**src/piec_pkg.sv**
```systemverilog
// Purpose: Constants and types of the interrupt and event transfer controller.
// Assumes: One 125 MHz system clock, Wishbone register access with 32-bit data.
// Notes:   What this block does
// What this block does
// - Interrupt service starts 250 ns to 500 ns after the request.
// - Each source routes to vectored service or the event transfer engine.
// - An event transfer steals one cycle, with no vector branch.
// - A transfer moves a byte or word, then bumps one pointer.
// - Each transfer decrements the channel count, except in continuous mode.
// - Count zero outside continuous mode raises the source's standard interrupt instead.
// - The event transfer engine has eight independent channels.
// - Each source has a control register with request, enable and level.
// - The level field is four bits, sixteen priority levels.
// - Accepted service is preempted only by strictly higher priority.
// - Each source has its own fixed vector.
// - A software trap enters at the vector its number selects.
// - Faults raise non-maskable traps to a dedicated vector.
// - Each fault sets its own bit in the fault flag register.
// - A fault trap preempts all but an equal or higher trap in service.
// - Trap service holds off interrupts and event transfers.
// - Sources are arbitrated every cycle; a routed winner starts a transfer.
// - A CPU winner is taken only above the status word level.
// - On acknowledge the state is saved on the system stack first.
// - Count and control sit in registers, pointers in a dedicated RAM.
package piec_pkg;
    localparam int N_SRC  = 16;
    localparam int N_CH   = 8;
    localparam int N_TRAP = 8;
    localparam int LVL_W  = 4;

    localparam logic [11:0] SRC_CTL_BASE = 12'h000;
    localparam logic [11:0] CH_CTL_BASE  = 12'h080;
    localparam logic [11:0] SRC_PTR_BASE = 12'h0c0;
    localparam logic [11:0] DST_PTR_BASE = 12'h0e0;
    localparam logic [11:0] FAULT_OFS    = 12'h100;
    localparam logic [11:0] STATUS_OFS   = 12'h104;

    localparam int SC_LVL_LSB   = 0;
    localparam int SC_EN_BIT    = 4;
    localparam int SC_ROUTE_BIT = 5;
    localparam int SC_CH_LSB    = 6;
    localparam int SC_REQ_BIT   = 15;
    localparam int CC_CNT_LSB   = 0;
    localparam int CC_WORD_BIT  = 16;
    localparam int CC_INCD_BIT  = 17;
    localparam int CC_CONT_BIT  = 18;

    localparam logic [7:0] VEC_TRAP_BASE = 8'h00;
    localparam logic [7:0] VEC_IRQ_BASE  = 8'h20;

    localparam int CLK_MHZ     = 125;
    localparam int LAT_MIN_NS  = 250;
    localparam int LAT_MAX_NS  = 500;
    localparam int LAT_MIN_CYC = (LAT_MIN_NS * CLK_MHZ + 999) / 1000;
    localparam int LAT_MAX_CYC = (LAT_MAX_NS * CLK_MHZ) / 1000;

    typedef enum logic [3:0] {
        PIEC_IDLE   = 4'b0001,
        PIEC_RD_SRC = 4'b0010,
        PIEC_RD_DST = 4'b0100,
        PIEC_MOVE   = 4'b1000
    } piec_eng_type;

    typedef enum logic [1:0] {
        PIEC_K_IRQ  = 2'h0,
        PIEC_K_TRAP = 2'h1,
        PIEC_K_SW   = 2'h2
    } piec_kind_type;
endpackage : piec_pkg

```
**src/piec_arb_if.sv**
```systemverilog
// Purpose: Carries pending requests to the arbiter and its winner back.
// Assumes: Purely combinational exchange within one clock domain.
// Notes:   None.
`timescale 1ns/100ps
interface piec_arb_if #(parameter int N = 16, parameter int LW = 4);
    logic [N-1:0]          req;
    logic [N-1:0][LW-1:0]  lvl;
    logic                  win_valid;
    logic [$clog2(N)-1:0]  win_idx;
    logic [LW-1:0]         win_lvl;
    modport arb  (input req, lvl, output win_valid, win_idx, win_lvl);
    modport user (output req, lvl, input win_valid, win_idx, win_lvl);
endinterface : piec_arb_if

```
**src/piec_top.sv**
```systemverilog
// Purpose: Priority interrupt controller with eight-channel event transfer engine.
// Assumes: CPU returns vec_ack while vec_valid is high and raises psw_level itself.
// Notes:   Trap service is not nested in hardware; trap_ret ends all trap service.
`timescale 1ns/100ps
module piec_top #(
    parameter int NS = piec_pkg::N_SRC,
    parameter int NC = piec_pkg::N_CH,
    parameter int NT = piec_pkg::N_TRAP
) (
    input  wire logic          clk_sys,
    input  wire logic          rst,
    input  wire logic          wb_cyc,
    input  wire logic          wb_stb,
    input  wire logic          wb_we,
    input  wire logic [11:0]   wb_adr,
    input  wire logic [3:0]    wb_sel,
    input  wire logic [31:0]   wb_dat_w,
    output logic      [31:0]   wb_dat_r,
    output logic               wb_ack,
    input  wire logic [NS-1:0] src_req,
    input  wire logic [NT-1:0] fault_evt,
    input  wire logic          sw_trap,
    input  wire logic [7:0]    sw_trap_num,
    input  wire logic [3:0]    psw_level,
    input  wire logic          trap_ret,
    input  wire logic          vec_ack,
    output logic               vec_valid,
    output logic      [7:0]    vec_num,
    output logic      [1:0]    vec_kind,
    output logic               save_state,
    output logic               xfer_req,
    output logic      [15:0]   xfer_src,
    output logic      [15:0]   xfer_dst,
    output logic               xfer_word
);
    localparam int SW = $clog2(NS);
    localparam int CW = $clog2(NC);
    localparam int TW = $clog2(NT);

    initial begin
        if (NS > 32 || NC != 8 || NT > 32 || NT < 2 || NS < 2
            || piec_pkg::LAT_MIN_CYC > piec_pkg::LAT_MAX_CYC) begin
            $error("piec_top: unsupported parameters");
        end
    end

    typedef struct packed {
        logic [NS-1:0]          req;
        logic [NS-1:0]          en;
        logic [NS-1:0]          route;
        logic [NS-1:0][3:0]     lvl;
        logic [NS-1:0][2:0]     chan;
        logic [NC-1:0][15:0]    cnt;
        logic [NC-1:0]          word;
        logic [NC-1:0]          incd;
        logic [NC-1:0]          cont;
        logic [NT-1:0]          fault;
        logic [NT-1:0]          tpend;
        logic                   sw_pend;
        logic [7:0]             sw_num;
        piec_pkg::piec_eng_type eng;
        logic [SW-1:0]          eng_src;
        logic                   bus_ph;
        logic                   ack;
        logic [31:0]            dat;
        logic                   vvalid;
        logic [7:0]             vnum;
        logic [1:0]             vkind;
        logic [SW-1:0]          vsrc;
        logic [TW-1:0]          vtrap;
        logic                   trap_act;
        logic [TW-1:0]          trap_idx;
        logic                   save;
        logic                   xreq;
        logic [15:0]            xsrc;
        logic [15:0]            xdst;
        logic                   xword;
        logic [7:0]             lat;
    } piec_state_type;

    piec_state_type r;
    piec_state_type next_r;

    function automatic logic [31:0] piec_merge(input logic [31:0] old, input logic [31:0] d,
                                               input logic [3:0] sel);
        logic [31:0] m;
        m = {{8{sel[3]}}, {8{sel[2]}}, {8{sel[1]}}, {8{sel[0]}}};
        return (old & ~m) | (d & m);
    endfunction : piec_merge

    piec_arb_if #(.N(NS), .LW(4)) arb_bus ();
    piec_arb #(.N(NS), .LW(4)) u_arb (.bus(arb_bus));

    logic           ram_we;
    logic [3:0]     ram_waddr;
    logic [15:0]    ram_wdata;
    logic [3:0]     ram_raddr_b;
    logic [15:0]    ram_rdata_a;
    logic [15:0]    ram_rdata_b;
    logic [3:0]     bus_ram_addr;

    // Word index 2*c holds the source pointer of channel c, 2*c+1 the destination.
    assign bus_ram_addr = {wb_adr[4:2], wb_adr[5]};

    piec_ptr_ram #(.AW(4), .DW(16)) u_ram (
        .clk_sys (clk_sys),
        .rst     (rst),
        .we      (ram_we),
        .waddr   (ram_waddr),
        .wdata   (ram_wdata),
        .raddr_a (bus_ram_addr),
        .raddr_b (ram_raddr_b),
        .rdata_a (ram_rdata_a),
        .rdata_b (ram_rdata_b)
    );

    always_comb begin
        arb_bus.req = r.req & r.en;
        arb_bus.lvl = r.lvl;
    end

    logic [2:0]  ch;
    logic [15:0] step;
    logic        trap_cand;
    logic [TW-1:0] trap_pick;
    logic [11:0] a;
    logic [31:0] img;
    logic        wr;

    always_comb begin
        next_r      = r;
        next_r.save = 1'b0;
        next_r.xreq = 1'b0;
        next_r.ack  = 1'b0;
        ram_we      = 1'b0;
        ram_waddr   = '0;
        ram_wdata   = '0;
        ch          = r.chan[r.eng_src];
        ram_raddr_b = {ch, 1'b0};
        step        = r.word[ch] ? 16'h0002 : 16'h0001;
        a           = {wb_adr[11:2], 2'b00};
        img         = '0;
        wr          = 1'b0;
        trap_cand   = 1'b0;
        trap_pick   = '0;

        // Lowest trap index has the highest priority.
        for (int t = NT - 1; t >= 0; t--) begin
            if (r.tpend[t]) begin
                trap_cand = 1'b1;
                trap_pick = t[TW-1:0];
            end
        end
        if (r.trap_act && trap_pick >= r.trap_idx) begin
            trap_cand = 1'b0;
        end

        // Event transfer engine.
        unique case (r.eng)
            piec_pkg::PIEC_IDLE: begin
                if (arb_bus.win_valid && r.route[arb_bus.win_idx] && !r.trap_act
                    && (r.cnt[r.chan[arb_bus.win_idx]] != 16'h0000
                        || r.cont[r.chan[arb_bus.win_idx]])) begin
                    next_r.eng_src = arb_bus.win_idx;
                    next_r.eng     = piec_pkg::PIEC_RD_SRC;
                end
            end
            piec_pkg::PIEC_RD_SRC: begin
                ram_raddr_b = {ch, 1'b0};
                next_r.eng  = piec_pkg::PIEC_RD_DST;
            end
            piec_pkg::PIEC_RD_DST: begin
                ram_raddr_b = {ch, 1'b1};
                next_r.xsrc = ram_rdata_b;
                next_r.eng  = piec_pkg::PIEC_MOVE;
            end
            piec_pkg::PIEC_MOVE: begin
                // One stolen cycle: a single pulse, the program keeps running.
                next_r.xreq  = 1'b1;
                next_r.xdst  = ram_rdata_b;
                next_r.xword = r.word[ch];
                ram_we       = 1'b1;
                ram_waddr    = {ch, r.incd[ch]};
                ram_wdata    = r.incd[ch] ? ram_rdata_b + step : r.xsrc + step;
                if (!r.cont[ch]) begin
                    next_r.cnt[ch] = r.cnt[ch] - 16'h0001;
                end
                next_r.req[r.eng_src] = 1'b0;
                next_r.eng = piec_pkg::PIEC_IDLE;
            end
        endcase

        // Latency counter: runs while a CPU candidate waits.
        if (arb_bus.win_valid && !r.vvalid && arb_bus.win_lvl > psw_level && !r.trap_act
            && (!r.route[arb_bus.win_idx] || (r.cnt[r.chan[arb_bus.win_idx]] == 16'h0000
                && !r.cont[r.chan[arb_bus.win_idx]]))) begin
            if (r.lat < 8'(piec_pkg::LAT_MIN_CYC - 1)) begin
                next_r.lat = r.lat + 8'h01;
            end else if (r.eng == piec_pkg::PIEC_IDLE) begin
                next_r.vvalid = 1'b1;
                next_r.vkind  = piec_pkg::PIEC_K_IRQ;
                next_r.vsrc   = arb_bus.win_idx;
                next_r.vnum   = piec_pkg::VEC_IRQ_BASE + 8'(arb_bus.win_idx);
                next_r.lat    = '0;
            end
        end else begin
            next_r.lat = '0;
        end

        // A waiting vector is replaced by a trap; a trap is never displaced.
        if (trap_cand && (!r.vvalid || r.vkind != piec_pkg::PIEC_K_TRAP)) begin
            next_r.vvalid = 1'b1;
            next_r.vkind  = piec_pkg::PIEC_K_TRAP;
            next_r.vtrap  = trap_pick;
            next_r.vnum   = piec_pkg::VEC_TRAP_BASE + 8'(trap_pick);
        end else if (r.sw_pend && !r.vvalid) begin
            next_r.vvalid = 1'b1;
            next_r.vkind  = piec_pkg::PIEC_K_SW;
            next_r.vnum   = r.sw_num;
        end

        if (r.vvalid && vec_ack) begin
            next_r.vvalid = 1'b0;
            next_r.save   = 1'b1;
            unique case (r.vkind)
                piec_pkg::PIEC_K_TRAP: begin
                    next_r.trap_act        = 1'b1;
                    next_r.trap_idx        = r.vtrap;
                    next_r.tpend[r.vtrap]  = 1'b0;
                end
                piec_pkg::PIEC_K_SW: next_r.sw_pend = 1'b0;
                default: next_r.req[r.vsrc] = 1'b0;
            endcase
        end
        if (trap_ret) begin
            next_r.trap_act = 1'b0;
        end
        if (sw_trap) begin
            next_r.sw_pend = 1'b1;
            next_r.sw_num  = sw_trap_num;
        end

        // Wishbone slave: answer on the edge after the one that sees the strobe.
        if (wb_cyc && wb_stb && !r.ack && !r.bus_ph && r.eng == piec_pkg::PIEC_IDLE) begin
            next_r.bus_ph = 1'b1;
        end else if (r.bus_ph && r.eng != piec_pkg::PIEC_MOVE) begin
            next_r.bus_ph = 1'b0;
            next_r.ack    = 1'b1;
            wr            = wb_we;
            if (a < piec_pkg::CH_CTL_BASE && 32'(a[11:2]) < NS) begin
                img = {16'h0000, r.req[a[SW+1:2]], 6'h00, r.chan[a[SW+1:2]],
                       r.route[a[SW+1:2]], r.en[a[SW+1:2]], r.lvl[a[SW+1:2]]};
                if (wr) begin
                    img = piec_merge(img, wb_dat_w, wb_sel);
                    next_r.lvl[a[SW+1:2]]   = img[piec_pkg::SC_LVL_LSB +: 4];
                    next_r.en[a[SW+1:2]]    = img[piec_pkg::SC_EN_BIT];
                    next_r.route[a[SW+1:2]] = img[piec_pkg::SC_ROUTE_BIT];
                    next_r.chan[a[SW+1:2]]  = img[piec_pkg::SC_CH_LSB +: 3];
                    next_r.req[a[SW+1:2]]   = img[piec_pkg::SC_REQ_BIT];
                end
            end else if (a >= piec_pkg::CH_CTL_BASE && a < piec_pkg::CH_CTL_BASE + 12'h020) begin
                img = {13'h0000, r.cont[a[4:2]], r.incd[a[4:2]], r.word[a[4:2]], r.cnt[a[4:2]]};
                if (wr) begin
                    img = piec_merge(img, wb_dat_w, wb_sel);
                    next_r.cnt[a[4:2]]  = img[piec_pkg::CC_CNT_LSB +: 16];
                    next_r.word[a[4:2]] = img[piec_pkg::CC_WORD_BIT];
                    next_r.incd[a[4:2]] = img[piec_pkg::CC_INCD_BIT];
                    next_r.cont[a[4:2]] = img[piec_pkg::CC_CONT_BIT];
                end
            end else if (a >= piec_pkg::SRC_PTR_BASE && a < piec_pkg::FAULT_OFS) begin
                img = {16'h0000, ram_rdata_a};
                if (wr) begin
                    img       = piec_merge(img, wb_dat_w, wb_sel);
                    ram_we    = 1'b1;
                    ram_waddr = bus_ram_addr;
                    ram_wdata = img[15:0];
                end
            end else if (a == piec_pkg::FAULT_OFS) begin
                img = 32'(r.fault);
                if (wr && wb_sel[0]) begin
                    next_r.fault = r.fault & ~wb_dat_w[NT-1:0];
                end
            end else if (a == piec_pkg::STATUS_OFS) begin
                img = {4'h0, r.vnum, 4'(r.eng), 3'h0, r.vvalid,
                       3'h0, r.trap_act, 1'b0, 5'(r.trap_idx), r.vkind};
            end
            next_r.dat = wr ? 32'h0000_0000 : img;
        end

        // Hardware sets win over any clear in the same cycle.
        next_r.req   = next_r.req | src_req;
        next_r.fault = next_r.fault | fault_evt;
        next_r.tpend = next_r.tpend | fault_evt;
    end

    always_ff @(posedge clk_sys or posedge rst) begin
        if (rst) begin
            r     <= '0;
            r.eng <= piec_pkg::PIEC_IDLE;
        end else begin
            r <= next_r;
        end
    end

    assign wb_dat_r   = r.dat;
    assign wb_ack     = r.ack;
    assign vec_valid  = r.vvalid;
    assign vec_num    = r.vnum;
    assign vec_kind   = r.vkind;
    assign save_state = r.save;
    assign xfer_req   = r.xreq;
    assign xfer_src   = r.xsrc;
    assign xfer_dst   = r.xdst;
    assign xfer_word  = r.xword;
endmodule : piec_top

```
**src/piec_arb.sv**
```systemverilog
// Purpose: Picks the pending source with the highest level.
// Assumes: Request vector already gated by the enables.
// Notes:   Strict compare keeps the lowest index on a tie.
`timescale 1ns/100ps
module piec_arb #(
    parameter int N  = 16,
    parameter int LW = 4
) (
    piec_arb_if.arb bus
);
    always_comb begin
        bus.win_valid = 1'b0;
        bus.win_idx   = '0;
        bus.win_lvl   = '0;
        for (int i = 0; i < N; i++) begin
            if (bus.req[i] && (!bus.win_valid || bus.lvl[i] > bus.win_lvl)) begin
                bus.win_valid = 1'b1;
                bus.win_idx   = i[$clog2(N)-1:0];
                bus.win_lvl   = bus.lvl[i];
            end
        end
    end
endmodule : piec_arb

```
**src/piec_ptr_ram.sv**
```systemverilog
// Purpose: Pointer store of the event transfer channels.
// Assumes: One write port, two read ports with registered data.
// Notes:   Read during write on the same word returns the old word.
`timescale 1ns/100ps
module piec_ptr_ram #(
    parameter int AW = 4,
    parameter int DW = 16
) (
    input  wire logic          clk_sys,
    input  wire logic          rst,
    input  wire logic          we,
    input  wire logic [AW-1:0] waddr,
    input  wire logic [DW-1:0] wdata,
    input  wire logic [AW-1:0] raddr_a,
    input  wire logic [AW-1:0] raddr_b,
    output logic      [DW-1:0] rdata_a,
    output logic      [DW-1:0] rdata_b
);
    typedef struct packed {
        logic [(1<<AW)-1:0][DW-1:0] mem;
        logic [DW-1:0]              qa;
        logic [DW-1:0]              qb;
    } piec_ram_type;

    piec_ram_type r;
    piec_ram_type next_r;

    always_comb begin
        next_r    = r;
        next_r.qa = r.mem[raddr_a];
        next_r.qb = r.mem[raddr_b];
        if (we) begin
            next_r.mem[waddr] = wdata;
        end
    end

    always_ff @(posedge clk_sys or posedge rst) begin
        if (rst) begin
            r <= '0;
        end else begin
            r <= next_r;
        end
    end

    assign rdata_a = r.qa;
    assign rdata_b = r.qb;
endmodule : piec_ptr_ram

```
**config.mk**
```make
export PLATFORM = sky130hd
export DESIGN_NAME = piec_top
export DESIGN_NICKNAME = d
export VERILOG_FILES = /design/src/piec_pkg.sv /design/src/piec_arb_if.sv /design/src/piec_top.sv /design/src/piec_arb.sv /design/src/piec_ptr_ram.sv
export SDC_FILE = /design/constraint.sdc
export NUM_CORES = 2
export LEC_CHECK = 0
export CAP_MARGIN = 30
export CELL_PAD_IN_SITES_DETAIL_PLACEMENT = 0
export CELL_PAD_IN_SITES_GLOBAL_PLACEMENT = 1
export CORE_UTILIZATION = 56
export CTS_BUF_LIST = sky130_fd_sc_hd__clkbuf_4 sky130_fd_sc_hd__clkbuf_8 sky130_fd_sc_hd__clkbuf_16
export DETAILED_ROUTE_END_ITERATION = 8
export DONT_BUFFER_PORTS = 1
export GPL_TIMING_DRIVEN = 0
export PLACE_DENSITY = 0.88
export SKIP_CTS_REPAIR_TIMING = 1
export SLEW_MARGIN = 40
export SYNTH_ARGS = -nofsm -noshare
export SYNTH_HDL_FRONTEND = slang
export SYNTH_HIERARCHICAL = 1
export SYNTH_SLANG_ARGS = --single-unit
```
**constraint.sdc**
```tcl
create_clock -name clk_sys -period 49 [get_ports clk_sys]
set_input_delay 7.35 -clock clk_sys [delete_from_list [all_inputs] [get_ports clk_sys]]
set_output_delay 7.35 -clock clk_sys [all_outputs]
set_load 0.05 [all_outputs]
```
Word level (Yosys, flattened, before mapping)
Index checks and enable logic that the tools add are counted.
{"block": "op_classes", "n_addsub": 5, "order_cmp": 42, "n_eq_ne": 14, "n_mux": 202, "bitwise_logic": 23, "reduce_logical": 104}
{"operator": "2-to-1 mux 320 bit", "count": 2}
{"operator": "2-to-1 mux 160 bit", "count": 3}
{"operator": "2-to-1 mux 152 bit", "count": 2}
{"operator": "2-to-1 mux 16 bit", "count": 19}
{"operator": "bitwise mux 128 bit", "count": 2}
{"operator": "bitwise mux 256 bit", "count": 1}
{"operator": "2-to-1 mux 128 bit", "count": 2}
{"operator": "2-to-1 mux 32 bit", "count": 5}
{"operator": "binary-select mux 16 bit (select 3 bit)", "count": 3}
{"operator": "2-to-1 mux 4 bit", "count": 34}
{"operator": "binary-select mux 16 bit (select 4 bit)", "count": 2}
{"operator": "demux 16 bit (select 3 bit)", "count": 2}
{"operator": "bitwise AND 16 bit", "count": 5}
{"operator": "2-to-1 mux 8 bit", "count": 9}
{"operator": "bitwise mux 64 bit", "count": 1}
{"operator": "demux 16 bit (select 4 bit)", "count": 1}
{"operator": "> comparator 4 bit", "count": 16}
{"operator": "2-to-1 mux 1 bit", "count": 54}
{"operator": "bitwise mux 16 bit", "count": 3}
{"operator": "bitwise mux 48 bit", "count": 1}
{"operator": "2-to-1 mux 3 bit", "count": 16}
{"operator": "OR 16 bit", "count": 3}
{"operator": "2-to-1 mux 15 bit", "count": 3}
{"operator": "logical AND 1 bit", "count": 43}
{"operator": "other kinds (63)", "count": 158}
{"block": "word_totals", "reg_bits": 732, "inputBits": 92, "out_inout_bits": 79, "elab_cells": 476}

Depth between registers and ports, before layout
{"block": "logic_depth", "ltp_word": 74, "depth_mapped": 141, "mapped_depth_nobuf": 138}

Cells and area by module
The synthesis kept the hierarchy.
{"module": "piec_top", "n_inst": 1, "cells_each": 2712, "area_per_inst_um2": 25540.7, "seq_area_each_um2": 11011.8}
{"module": "piec_ptr_ram", "n_inst": 1, "cells_each": 913, "area_per_inst_um2": 14393.8, "seq_area_each_um2": 7206.9}
{"module": "piec_arb", "n_inst": 1, "cells_each": 447, "area_per_inst_um2": 3181.8, "seq_area_each_um2": 0.0}

Worst setup path after synthesis
No wires, ideal clock.
{"block": "synth_timing", "path_type": "register -> register", "from": "register r[428] (netlist name)", "to": "register r[50] (netlist name)", "setup_ps": 125, "arrival_time_ps": 24840, "required_time_ps": 48875, "setup_slack_ps": 24035, "stages_incl_launch_ff": 131, "path_buffers": 3, "period_less_slack_ps": 24965, "cell_sequence": "dfrtp_1 -> and2_1 -> buf_6 -> nand2_1 -> ha_1 -> nor2b_1 -> o211a_1 -> o21ai_2 -> mux2i_1 -> inv_1 -> ha_1 -> nor2b_1 -> o211ai_1 -> a31o_2 -> mux2_2 -> inv_1 -> ha_1 -> nor2b_1 -> (+95 left out) -> a21oi_1 -> a41o_1 -> o21ai_0 -> nand2_1 -> and2_0 -> nand3_1 -> buf_1 -> mux4_2 -> mux4_2 -> nor3_1 -> a2111oi_0 -> a21oi_1 -> a31oi_1 -> or3_1 -> or2_2 -> nor2_1 -> buf_2 -> mux2_2"}

==> results_dict.tcl <==
set metrics [dict create \
    max_stage_delay_ps 730 \
    syn_area_per_cell_um2 10.6 \
    timing.slew.headroom_pct 33.1 \
    hold-path-cell-count 2 \
    post-dp-hpwl_um 116000 \
    fin_crit_sh_pct 62.6 \
    synthCells 4072 \
    p_per_area_mw_per_mm2 28.6 \
    hold_path.class "reg -> reg" \
    layout.nets 4336 \
    r2r_cells 132 \
    ant_nets 0 \
    rsz0062_at_grt "false" \
    tritoncts "yes" \
    setup_viol 0 \
    synth_edf_count 0 \
    grt_max_degree 82 \
    slew_viol_final 0 \
    hold_violations 0 \
    status "finished, final reports clean" \
    ir_drop_uv 29.6 \
    clock_latency_ps 670 \
    crit_buf_inv 10 \
    max_freq_mhz 32.6 \
    drc 0 \
    chipHeight_um 279 \
    numCtsBuffers 81 \
    drive_gt1_share_pct 22.9 \
    fin_worst_skew_ps 46.7 \
    rr_startpoint "r[428]" \
    synth_top_area_share_pct 42.2 \
    via_per_inst 6.89 \
    synth.yosys.warnings 6 \
    path_max_fanout 10 \
    drt_wl_total_um 157000 \
    cp-start-kind "flop" \
    num_vias 36400 \
    yosysUniqueCellTypes 107 \
    die_x_um 279 \
    core-area_mm2 0.0761 \
    crit_slowest_cell "mux2i_1" \
    grt_pass1_wl_um 234000 \
    ys_async_sr_fraction_pct 100 \
    cts_root_buf "clkbuf_16" \
    dieArea_mm2 0.0781 \
    crit_family "compound AO/OA/AOI/OAI gates" \
    rrSetupSlack_ps 18350 \
    preCtsSetupSlack_ps 19070 \
    setup_slack_ps 18350 \
    grt.overflow.total 0 \
    clkSinkCount 728 \
    synth_seq_area_share_pct 42.3 \
    antenna_found_initial 11 \
    pin_count 171 \
    whs_endpoint "wb_dat_r[0]" \
    avgRoutedWirePerCell_um 29.8 \
    worstPathRequired_ps 49530 \
    row_count 101 \
    tns_ps 0 \
    p_leak_uw 0.0207 \
    clk_pin_slew_ps 60 \
    drt_iter0_drc 5151 \
    min_from "wb_dat_r[0]" \
    yosysTopAreaCell "dfrtp_1" \
    ys_ff_latch 728 \
    grt_pass1_vias 35300 \
    synth.area.top_cells "dfrtp_1 42%, mux4_2 13%, mux2_2 7.3%" \
    r2r_end "r[50]" \
    clockBufferDepth 3 \
    synthToLayoutAreaGrowth_pct 11.0 \
    htreeDepth 3 \
    cap_violations 0 \
    arrival_ps 31180 \
    initial_core_util_pct 56.7 \
    hold_ws_ps 474 \
    syn_area_mm2 0.0431 \
    worstMarginPinSlew_ps 1000 \
    grt_usage_pct 40.5 \
    path_class "reg -> reg" \
    layout_min_cycle_time_ps 30650 \
    dr.pass1.iters 6 \
    io_buffers 0 \
    synth_top_flop_cell "dfrtp_1" \
    end_kind "flop" \
    place_congestion 1.03 \
]
Yosys cell counts (14+ instances only):
cell	n
nor2b_1	34
buf_1	19
o211ai_1	47
and3_1	20
a21oi_1	176
xnor2_1	21
inv_1	80
a31oi_1	38
xor2_1	14
o22ai_1	31
a22o_1	14
dfrtp_1	727
nor2_1	272
mux2_2	281
o21a_1	14
buf_4	109
a221oi_1	14
a21o_1	21
o21ai_0	307
or3_1	26
nand4_1	30
clkbuf_1	199
mux4_2	243
nand2_1	490
mux2_1	22
mux2i_1	106
nand2b_1	43
ha_1	66
buf_2	43
nor3_1	32
a22oi_1	91
nor4_1	36
and2_1	39
nand3_1	151
cell type report:
| cell class | instances | area [µm²] |
|---|---|---|
| fillers | 6064 | 28200 |
| multi-input cells | 2883 | 22700 |
| flip-flops and latches | 728 | 18200 |
| clock buffers | 109 | 2320 |
| plain buffers | 381 | 2010 |
| well taps | 1030 | 1290 |
| clock inverters | 37 | 596 |
| inverters | 83 | 329 |
| repair buffers | 19 | 328 |
| diodes | 9 | 22.5 |
per-stage QoR:
stage	instances	utilization, %	power [µW]	instance area (µm²)
after floorplan	4075	-	683	43100
after global placement	5105	58.4	707	44400
after detailed placement	5119	58.9	710	44800
after CTS	5265	62.8	1370	47700
after global routing	5275	62.9	1400	47900
final	5279	62.9	1370	47900
routing by layer:
| layer | part of all wire (%) | track usage [%] | vias to the layer above |
|---|---|---|---|
| met4 | 6.2 | 21.6 | 12 |
| li1 | - | - | 15100 |
| met2 | 43 | 58.8 | 2574 |
| met5 | 0.10 | 0 | - |
| met1 | 38 | 53.8 | 18100 |
| met3 | 13 | 13.8 | 537 |
cells in the final DEF (no fill, tap or decap), types with 47 or more instances in the layout:
| master | n |
|---|---|
| dfrtp_1 | 726 |
| mux4_2 | 243 |
| a21oi_1 | 176 |
| ha_1 | 66 |
| mux2i_1 | 96 |
| nor2_1 | 270 |
| a22oi_1 | 91 |
| mux2_2 | 281 |
| buf_4 | 110 |
| buf_2 | 56 |
| clkbuf_16 | 81 |
| clkbuf_1 | 184 |
| o211ai_1 | 47 |
| nand3_1 | 151 |
| o21ai_0 | 304 |
| inv_1 | 78 |
| nand2_1 | 490 |
registers in the layout, indices dropped and copies added (netlist names), 8 cells and up:
register and cells:
arb_bus.lvl 64, r 301, u_ram/r 256, u_ram/rdata_a 16
u_ram/rdata_b 16, vec_num 8, wb_dat_r 28, xfer_dst 16
xfer_src 16
report_power, final:
part	total (µW)	leakage (µW)	internal (µW)	switching, µW
Sequential	615	0.00951	607	7.60
Combinational	85.9	0.00974	24.5	61.4
Clock	666	0.00145	395	271
Total	1370	0.0207	1030	340
worst min-delay path, stage by stage (launching register included):
cell and delay, ps:
dfrtp_1 340, nand2_1 50, nand2_1 50
logic make-up (layout without fill, tap and decap cells):
family	Yosys count	after routing	synth area share, %
AO/OA/AOI/OAI	881	881	13.0
XOR/XNOR	35	35	0.711
adder cells (fa/ha/maj)	67	67	1.96
buffers and inverters	464	629	5.32
flip-flops	728	728	42.3
multiplexers	663	663	23.5
other	1	13	0.00870
AND/OR/NAND/NOR	1233	1233	13.3
worst max path at each step:
stage                 from     to  slack [ps]  cells past startpoint
floorplan           r[428]  r[50]       24030                    130
global placement    r[428]  r[52]       19370                    132
detailed placement  r[428]  r[52]       19070                    132
CTS                 r[428]  r[50]       18970                    132
global route        r[428]  r[50]       16520                    132
finish              r[428]  r[50]       18350                    132
Power figures use the tool's default switching activity.
